<file path="src/laser_seq_pkg.sv">
// constants shared by the laser enable sequencer and its countdown timer
package laser_seq_pkg;
    // clock and timing
    localparam int unsigned CLK_FREQ_KHZ     = 100000;
    localparam int unsigned INHIBIT_TIME_MS  = 5000;
    localparam int unsigned INHIBIT_CYCLES   = INHIBIT_TIME_MS * CLK_FREQ_KHZ;
    localparam int unsigned TIMER_W          = 29;
    localparam int unsigned PWM_CNT_W        = 16;

    // apb register byte offsets
    localparam logic [7:0] CTRL_OFS          = 8'h00;
    localparam logic [7:0] STATUS_OFS        = 8'h04;
    localparam logic [7:0] INT_STAT_OFS      = 8'h08;
    localparam logic [7:0] INT_MASK_OFS      = 8'h0C;
    localparam logic [7:0] PWM_HIGH_OFS      = 8'h10;
    localparam logic [7:0] PWM_PERIOD_OFS    = 8'h14;

    // control register
    localparam int unsigned CTRL_EMIT_EN_BIT = 0;
    localparam logic [0:0]  CTRL_RESET       = 1'h1;

    // status register fields
    localparam int unsigned ST_READY_BIT     = 0;
    localparam int unsigned ST_READY_DONE_BIT = 1;
    localparam int unsigned ST_SHUTTER_BIT   = 2;
    localparam int unsigned ST_SHUT_DONE_BIT = 3;
    localparam int unsigned ST_INTERLOCK_BIT = 4;
    localparam int unsigned ST_ARMED_BIT     = 5;
    localparam int unsigned ST_ACTIVE_BIT    = 6;
    localparam int unsigned ST_RF_POWER_BIT  = 7;
    localparam int unsigned ST_VARIANT_BIT   = 8;
    localparam int unsigned ST_W             = 9;

    // interrupt events, same layout in status and mask
    localparam int unsigned EV_READY_UP      = 0;
    localparam int unsigned EV_READY_DOWN    = 1;
    localparam int unsigned EV_ILOCK_LOSS    = 2;
    localparam int unsigned EV_EMIT_START    = 3;
    localparam int unsigned EV_W             = 4;
    localparam logic [3:0]  INT_MASK_RESET   = 4'h0;
endpackage

</file>
<file path="src/inhibit_timer.sv">
// restartable countdown that reports when an inhibit interval has run out
`timescale 1ns/1ps
`default_nettype none
module inhibit_timer #(
    parameter int unsigned CNT_W  = laser_seq_pkg::TIMER_W,
    parameter int unsigned CYCLES = laser_seq_pkg::INHIBIT_CYCLES
) (
    input  wire logic pclk,
    input  wire logic presetn,
    input  wire logic restart,
    input  wire logic run,
    output logic      done_q
);
    logic [CNT_W-1:0] cnt_q;

    // restart reloads; dropping run also reloads so a later run starts a full interval
    always_ff @(posedge pclk or negedge presetn)
    begin
        if (!presetn)
            cnt_q <= '0;
        else if (restart || !run)
            cnt_q <= CNT_W'(CYCLES - 1);
        else if (cnt_q != '0)
            cnt_q <= cnt_q - CNT_W'(1);
    end

    always_ff @(posedge pclk or negedge presetn)
    begin
        if (!presetn)
            done_q <= 1'b0;
        else
            done_q <= run && !restart && (cnt_q == '0);
    end
endmodule
`default_nettype wire

</file>
<file path="src/laser_enable_sequencer.sv">
// laser enable sequencer: arming, interlock latch, inhibit countdowns, rf gating, apb regs
//
// Behaviour
// - start request held keeps laser disabled, rf unpowered
// - request release lights ready, starts five-second countdown
// - keyswitch off makes start request ignored
// - interlock inactive removes rf power
// - keyswitch units latch interlock loss until toggle
// - unlatched variant restores ready when interlock returns
// - shutter request and shutter switch both required
// - pwm ignored five seconds after shutter request
// - output power follows command duty cycle
// - ready output with five-second inhibit after closing
//
// Decided for this implementation: register access over APB and the placing of the registers.
`timescale 1ns/1ps
`default_nettype none
module laser_enable_sequencer #(
    parameter int unsigned INHIBIT_CYCLES = laser_seq_pkg::INHIBIT_CYCLES,
    parameter int unsigned PWM_W          = laser_seq_pkg::PWM_CNT_W
) (
    input  wire logic        pclk,
    input  wire logic        presetn,
    input  wire logic        psel,
    input  wire logic        penable,
    input  wire logic        pwrite,
    input  wire logic [7:0]  paddr,
    input  wire logic [31:0] pwdata,
    output logic [31:0]      prdata,
    output logic             pready,
    output logic             pslverr,
    input  wire logic        start_req,
    input  wire logic        interlock_in,
    input  wire logic        shutter_req,
    input  wire logic        shutter_switch_open,
    input  wire logic        keyswitch_on,
    input  wire logic        unlatched_variant,
    input  wire logic        pwm_cmd,
    output logic             rf_power_en,
    output logic             rf_drive,
    output logic             ready_out,
    output logic             laser_active,
    output logic             shutter_open_out,
    output logic             interlock_open_out,
    output logic             irq
);
    logic                              emit_en_q;
    logic [laser_seq_pkg::EV_W-1:0]    int_stat_q;
    logic [laser_seq_pkg::EV_W-1:0]    int_mask_q;
    logic [laser_seq_pkg::EV_W-1:0]    events;
    logic                              req_eff;
    logic                              req_eff_prev_q;
    logic                              key_prev_q;
    logic                              ilock_prev_q;
    logic                              armed_q;
    logic                              arm_event;
    logic                              ready_d;
    logic                              ready_q;
    logic                              ready_done;
    logic                              shutter_ok;
    logic                              shutter_prev_q;
    logic                              shutter_done;
    logic                              drive_d;
    logic                              power_d;
    logic                              pwm_prev_q;
    logic [PWM_W-1:0]                  hi_cnt_q;
    logic [PWM_W-1:0]                  per_cnt_q;
    logic [PWM_W-1:0]                  pwm_high_q;
    logic [PWM_W-1:0]                  pwm_period_q;
    logic                              acc_done;
    logic                              rd_done;
    logic                              wr_done;
    logic                              addr_ok;
    logic [31:0]                       rdata_d;
    logic [laser_seq_pkg::ST_W-1:0]    status_w;

    function automatic logic [PWM_W-1:0] sat_inc(input logic [PWM_W-1:0] v);
        return (v == {PWM_W{1'b1}}) ? v : v + PWM_W'(1);
    endfunction

    // request counts only while keyswitch on, except on units without keyswitch
    assign req_eff = start_req && (unlatched_variant || keyswitch_on);

    // arming follows a release of the request or the keyswitch coming on
    assign arm_event = (req_eff_prev_q && !req_eff)
                     || (keyswitch_on && !key_prev_q);

    always_ff @(posedge pclk or negedge presetn)
    begin
        if (!presetn)
        begin
            req_eff_prev_q <= 1'b0;
            key_prev_q     <= 1'b1; // a key already on at power-up must not arm
            ilock_prev_q   <= 1'b0;
            shutter_prev_q <= 1'b0;
            pwm_prev_q     <= 1'b0;
        end
        else
        begin
            req_eff_prev_q <= req_eff;
            key_prev_q     <= keyswitch_on;
            ilock_prev_q   <= interlock_in;
            shutter_prev_q <= shutter_ok;
            pwm_prev_q     <= pwm_cmd;
        end
    end

    // latched arming on keyswitch units; a lost interlock stays lost until re-armed
    always_ff @(posedge pclk or negedge presetn)
    begin
        if (!presetn)
            armed_q <= 1'b0;
        else if (!interlock_in || !keyswitch_on || req_eff)
            armed_q <= 1'b0;
        else if (arm_event)
            armed_q <= 1'b1;
    end

    // the unlatched variant needs no arming, only interlock and no request
    assign ready_d = !req_eff && interlock_in
                   && (unlatched_variant || armed_q);

    always_ff @(posedge pclk or negedge presetn)
    begin
        if (!presetn)
            ready_q <= 1'b0;
        else
            ready_q <= ready_d;
    end

    // countdown from ready first closing; interlock return restarts it through ready, on keyswitch units only after re-arming
    inhibit_timer #(
        .CNT_W  (laser_seq_pkg::TIMER_W),
        .CYCLES (INHIBIT_CYCLES)
    ) u_ready_timer (
        .pclk    (pclk),
        .presetn (presetn),
        .restart (ready_d && !ready_q),
        .run     (ready_d),
        .done_q  (ready_done)
    );

    assign shutter_ok = shutter_req && shutter_switch_open;

    inhibit_timer #(
        .CNT_W  (laser_seq_pkg::TIMER_W),
        .CYCLES (INHIBIT_CYCLES)
    ) u_shutter_timer (
        .pclk    (pclk),
        .presetn (presetn),
        .restart (shutter_ok && !shutter_prev_q),
        .run     (shutter_ok),
        .done_q  (shutter_done)
    );

    // rf supply is cut outright by a held request or missing interlock
    assign power_d = ready_d && shutter_ok;

    // pwm passes one-for-one so average rf power tracks duty cycle
    assign drive_d = pwm_cmd && power_d && ready_q && ready_done
                   && shutter_done && emit_en_q;

    always_ff @(posedge pclk or negedge presetn)
    begin
        if (!presetn)
        begin
            rf_power_en        <= 1'b0;
            rf_drive           <= 1'b0;
            ready_out          <= 1'b0;
            shutter_open_out   <= 1'b0;
            interlock_open_out <= 1'b0;
        end
        else
        begin
            rf_power_en        <= power_d;
            rf_drive           <= drive_d;
            ready_out          <= ready_d;
            shutter_open_out   <= shutter_ok;
            interlock_open_out <= !interlock_in;
        end
    end

    // active means a beam has been gated and the pwm period count has not saturated since
    always_ff @(posedge pclk or negedge presetn)
    begin
        if (!presetn)
            laser_active <= 1'b0;
        else if (!power_d || !ready_done || !shutter_done || !emit_en_q)
            laser_active <= 1'b0;
        else if (drive_d)
            laser_active <= 1'b1;
        else if (per_cnt_q == {PWM_W{1'b1}})
            laser_active <= 1'b0;
    end

    // duty measurement captured at each rising edge; counters saturate so an overlong high time or period reads as full scale
    always_ff @(posedge pclk or negedge presetn)
    begin
        if (!presetn)
        begin
            hi_cnt_q     <= '0;
            per_cnt_q    <= '0;
            pwm_high_q   <= '0;
            pwm_period_q <= '0;
        end
        else if (pwm_cmd && !pwm_prev_q)
        begin
            pwm_high_q   <= hi_cnt_q;
            pwm_period_q <= per_cnt_q;
            hi_cnt_q     <= PWM_W'(1);
            per_cnt_q    <= PWM_W'(1);
        end
        else
        begin
            per_cnt_q <= sat_inc(per_cnt_q);
            if (pwm_cmd)
                hi_cnt_q <= sat_inc(hi_cnt_q);
        end
    end

    assign events[laser_seq_pkg::EV_READY_UP]   = ready_d && !ready_q;
    assign events[laser_seq_pkg::EV_READY_DOWN] = !ready_d && ready_q;
    assign events[laser_seq_pkg::EV_ILOCK_LOSS] = ilock_prev_q && !interlock_in;
    assign events[laser_seq_pkg::EV_EMIT_START] = drive_d && !laser_active;

    // apb: one wait state, pready high in the second access cycle
    assign acc_done = psel && penable && pready;
    assign rd_done  = acc_done && !pwrite;
    assign wr_done  = acc_done && pwrite && !pslverr;

    always_comb
    begin
        status_w = '0;
        status_w[laser_seq_pkg::ST_READY_BIT]      = ready_q;
        status_w[laser_seq_pkg::ST_READY_DONE_BIT] = ready_done;
        status_w[laser_seq_pkg::ST_SHUTTER_BIT]    = shutter_ok;
        status_w[laser_seq_pkg::ST_SHUT_DONE_BIT]  = shutter_done;
        status_w[laser_seq_pkg::ST_INTERLOCK_BIT]  = interlock_in;
        status_w[laser_seq_pkg::ST_ARMED_BIT]      = armed_q;
        status_w[laser_seq_pkg::ST_ACTIVE_BIT]     = laser_active;
        status_w[laser_seq_pkg::ST_RF_POWER_BIT]   = rf_power_en;
        status_w[laser_seq_pkg::ST_VARIANT_BIT]    = unlatched_variant;
    end

    always_comb
    begin
        addr_ok = 1'b1;
        rdata_d = '0;
        unique case (paddr)
            laser_seq_pkg::CTRL_OFS:       rdata_d = 32'(emit_en_q);
            laser_seq_pkg::STATUS_OFS:     rdata_d = 32'(status_w);
            laser_seq_pkg::INT_STAT_OFS:   rdata_d = 32'(int_stat_q);
            laser_seq_pkg::INT_MASK_OFS:   rdata_d = 32'(int_mask_q);
            laser_seq_pkg::PWM_HIGH_OFS:   rdata_d = 32'(pwm_high_q);
            laser_seq_pkg::PWM_PERIOD_OFS: rdata_d = 32'(pwm_period_q);
            default:                       addr_ok = 1'b0;
        endcase
    end

    always_ff @(posedge pclk or negedge presetn)
    begin
        if (!presetn)
        begin
            pready  <= 1'b0;
            pslverr <= 1'b0;
            prdata  <= '0;
        end
        else if (psel && penable && !pready)
        begin
            pready  <= 1'b1;
            pslverr <= !addr_ok;
            prdata  <= pwrite ? 32'h0000_0000 : rdata_d;
        end
        else
        begin
            pready  <= 1'b0;
            pslverr <= 1'b0;
        end
    end

    always_ff @(posedge pclk or negedge presetn)
    begin
        if (!presetn)
        begin
            emit_en_q  <= laser_seq_pkg::CTRL_RESET;
            int_mask_q <= laser_seq_pkg::INT_MASK_RESET;
        end
        else if (wr_done && paddr == laser_seq_pkg::CTRL_OFS)
            emit_en_q  <= pwdata[laser_seq_pkg::CTRL_EMIT_EN_BIT];
        else if (wr_done && paddr == laser_seq_pkg::INT_MASK_OFS)
            int_mask_q <= pwdata[laser_seq_pkg::EV_W-1:0];
    end

    // read clears only the bits it returned, so an event after data capture survives
    always_ff @(posedge pclk or negedge presetn)
    begin
        if (!presetn)
            int_stat_q <= '0;
        else if (rd_done && paddr == laser_seq_pkg::INT_STAT_OFS)
            int_stat_q <= (int_stat_q & ~prdata[laser_seq_pkg::EV_W-1:0]) | events;
        else
            int_stat_q <= int_stat_q | events;
    end

    always_ff @(posedge pclk or negedge presetn)
    begin
        if (!presetn)
            irq <= 1'b0;
        else
            irq <= |(int_stat_q & int_mask_q);
    end
endmodule
`default_nettype wire

</file>
<file path="config.mk">
export PLATFORM = sky130hd
export DESIGN_NAME = laser_enable_sequencer
export DESIGN_NICKNAME = d
export VERILOG_FILES = /design/src/laser_seq_pkg.sv /design/src/inhibit_timer.sv /design/src/laser_enable_sequencer.sv
export SDC_FILE = /design/constraint.sdc
export NUM_CORES = 1
export LEC_CHECK = 0
export ABC_AREA = 1
export BUFFER_PORTS_ARGS = -buffer_cell sky130_fd_sc_hd__buf_2
export CAP_MARGIN = 40
export CORE_UTILIZATION = 35
export DETAILED_ROUTE_END_ITERATION = 8
export GPL_TIMING_DRIVEN = 0
export PLACE_DENSITY_LB_ADDON = 0.08
export SYNTH_ARGS = -nofsm -noshare
export SYNTH_HDL_FRONTEND = slang
export SYNTH_SLANG_ARGS = --single-unit
</file>
<file path="constraint.sdc">
create_clock -name pclk -period 1.4 [get_ports pclk]
set_input_delay 0 -clock pclk [delete_from_list [all_inputs] [get_ports pclk]]
set_output_delay 0 -clock pclk [all_outputs]
set_load 0.01 [all_outputs]
</file>
==> metrics.md <==
| Metric | Value |
|---|---|
| CTS HTree Levels | 4 |
| Die height | around 160 µm |
| Vias in the first global route | slightly above 8000 |
| Seq cells post-synth | 163 |
| Core ar. | 25300 µm² |
| GP Congestion | 0.868 |
| Nets | 1504 |
| DRC viols | 0 |
| Compound-cell area share of the yosys netlist | 7.78% |
| Period Utilization, post-route | 114% |
| Synthesized area | 9050 µm² |
| Area after DPL | 9860 µm² |
| Status | finished with violations |
| Drt pass-1 iters | 5 |
| Xor and xnor area share after synthesis | 1.26% |
| Post-route ant nets | 0 |
| Seq/Total Area, Yosys | approximately 45% |
| Final Hold Fails | 3 |
| Design Area, Final | 12800 µm² |
| Final wirelength | 27400 µm |
| Max cap viols | 0 |
| CTS tree | built |
| Synth top area cells | dfrtp_1 45%, nand2_1 15%, nand3_1 7.1% |
| Fin cells | ~1800 |
| Flop-to-flop setup slack | -200 ps |
| Setup WS post-layout | -202 ps |
| Maximum buffer depth of the clock tree | 2 |
| RSZ-0062 raised after global routing | yes |
| Largest family of logic cells by synthesized area | simple AND/OR/NAND/NOR gates |
| Yosys warns | 0 |
| Worst endpoint required time | 1710 ps |
| Number of synthesized flops with an enable pin | 0 |
| Share of layout cells above drive strength 1 | 36.7% |
| Die area | 26500 µm² |
| Multiplexer area fraction after synthesis | 0% |
| Synth Area in Simple Gates | 35.9% |
| Critical path arrival | between 1500 and 2000 ps |
| Top FF cell, synth | dfrtp_1 |
| Most area-hungry cell type in the Yosys netlist | dfrtp_1 |
| Synth top area share | between 40% and 50% |
| Number of library cell types mapped by synthesis | 45 |
| Syn-to-layout area delta | 41.6% |
| CTS Hold Bufs | 16 |
| Drt initial violations | 612 |
| CP Class | reg2reg |
| Starting Density | between 30% and 40% |
| Area share of fa/ha/maj cells after synthesis | 0.829% |
| Final setup TNS | -10450 ps |
| CTS Buf Count | 17 |
| Most frequent cells in the layout | 294 x nand2_1, 148 x dfrtp_1, 115 x inv_1, 111 x buf_4, 106 x nand3_1 |
| Die X | 163 µm |
| FP Rows | 58 |
| Hold_ws | -32.0 ps |
| Violated checks | hold timing, setup timing |
| DR vias | 8725 |
| Grt total ovfl | 0 |
| Crit path time final | 1600 ps |
| First-pass GRT wire length | 43400 µm |
| Clock sinks | approximately 160 |
| Port bufs | 48 |
| Crit path capture type | flip-flop |
| Initial antenna violation count | 0 |
| Cell Pwr Density | around 860 nW/µm² |
| Diodes inserted | 0 |
| Synth Instances | 1233 |
| Final slew viol count | 0 |
| Crit Path Max Fanout | 8 |
| DP HPWL | between 15000 and 20000 µm |
| # placed instances | 1627 |
| Worst Tran Pin Value | 604 ps |
| Ys async rst share | 100% |
| Leak pwr | between 5 and 6 nW |
| Largest net degree at the start of global routing | 113 |
| Post-Route Skew | 14.2 ps |
| CP startpoint kind | flip-flop |
| Total power | 11.0 mW |
| IO Pins | between 90 and 100 |
| Vias per inst | 4.88 |
| Dpl ws | -405 ps |
| Worst VDD drop | 761 µV |
| Most common cell after layout, fill and taps aside | nand2_1 |
| Routed len/inst | roughly 15 µm |
| CTS root buf | clkbuf_16 |
| Tot GR Track Use | about a fifth |
| Worst-path clk slew | approximately 80 ps |
| Clock Latency Late Sink | 430 ps |
| Avg Cell Area, Syn | 7.34 µm² |
| Setup-failing EPs final | 81 |
| Tightest Hold Check Type | in2reg |
| Slew headroom | about three fifths |
| Fmax | 624 MHz |
-- state kept, by name (all words and copies together) (netlist names), 4 cells and up --
register and count:
int_stat_q 4, u_ready_timer.cnt_q 29, pwm_period_q 16, prdata 16, u_shutter_timer.cnt_q 29, pwm_high_q 16, per_cnt_q 16, hi_cnt_q 16
int_mask_q 4
-- per-stage QoR --
stage | hold slack [ps] | utilization (%)
global placement | 156 | 38.9
global route | -23.3 | 50.7
floorplan | -296 | -
detailed placement | -55.9 | 39.0
CTS | -33.9 | 46.1
finish | -32.0 | 50.7
-- cells by family after synthesis --
kind of cell | count (synthesis)
AOI/OAI and AO/OA | 123
xor gates and xnor gates | 13
other | 1
DFF | 163
buffers and inverters | 184
and+or+nand+nor | 743
adders and majority gates | 6
-- what timing repair did --
action | CTS | global route
gates cloned | 4 | 2
setup endpoints to repair | 140 | 146
pin swaps | 57 | 76
resized for setup | 155 | 239
setup buffers | 61 | 51
hold endpoints to repair | 78 | 2
-- report_power, final --
group          switching [mW]  leakage, nW  internal [mW]
clock                    2.06        0.282           2.71
combinational           0.700         3.69          0.484
sequential              0.179         2.00           4.88
total                    2.94         5.97           8.07
-- synthesized netlist by cell type (2+ instances only) --
library cell and count:
clkbuf_1 4, o21ai_2 10, xnor2_1 5, clkinv_2 3, dfstp_2 2, nand2_1 356
o21ai_0 72, a31oi_1 5, nor2_2 8, inv_1 138, o211ai_1 4, nand2_4 2
nor2_4 8, nand2_2 16, buf_6 2, or2_2 2, buf_4 19, buf_2 11
nor2_1 162, nand4_1 25, ha_1 6, o21bai_1 6, nor3_1 19, o21ai_1 5
xor2_1 8, nand3_1 128, inv_2 4, o21a_1 2, dfrtp_1 161, or2_0 7
a21oi_1 17, nor3b_1 2, nand3b_1 2
-- cell type report --
class | instances | area [µm²]
Fill cell | 2457 | 12400
Multi-Input combinational cell | 904 | 5390
Sequential cell | 163 | 4100
Timing Repair Buffer | 178 | 1430
Inverter | 146 | 603
Clock buffer | 19 | 443
Tap cell | 330 | 413
Buffer | 36 | 283
Clock inverter | 13 | 151
-- final timing paths --
path / cells after the start / start / end
min in group asynchronous: 2 / presetn / prdata[12]
max in group asynchronous: 3 / presetn / u_ready_timer.cnt_q[4]
setup / recovery: 8 / u_shutter_timer.cnt_q[10] / u_shutter_timer.cnt_q[6]
hold reg to reg: 2 / ilock_prev_q / int_stat_q[2]
setup reg to reg: 8 / u_shutter_timer.cnt_q[10] / u_shutter_timer.cnt_q[6]
hold / removal: 4 / keyswitch_on / rf_power_en
-- worst max-delay path, cell delays in order, from the launching register on --
cell	delay, ps
dfrtp_2	450
nor2_4	160
nand2_4	80
nor2_4	120
nand4_1	140
nor2_4	180
nand2_4	150
clkinv_8	140
nor2_4	40
-- per-layer routing --
layer	part of all wire, %	up-vias	GRT usage (%)
met4	1.1	0	5.40
met3	4.5	22	3.21
met5	0	-	0
li1	-	4348	-
met1	49	4127	30.5
met2	46	228	31.9
Power figures use the tool's default switching activity.
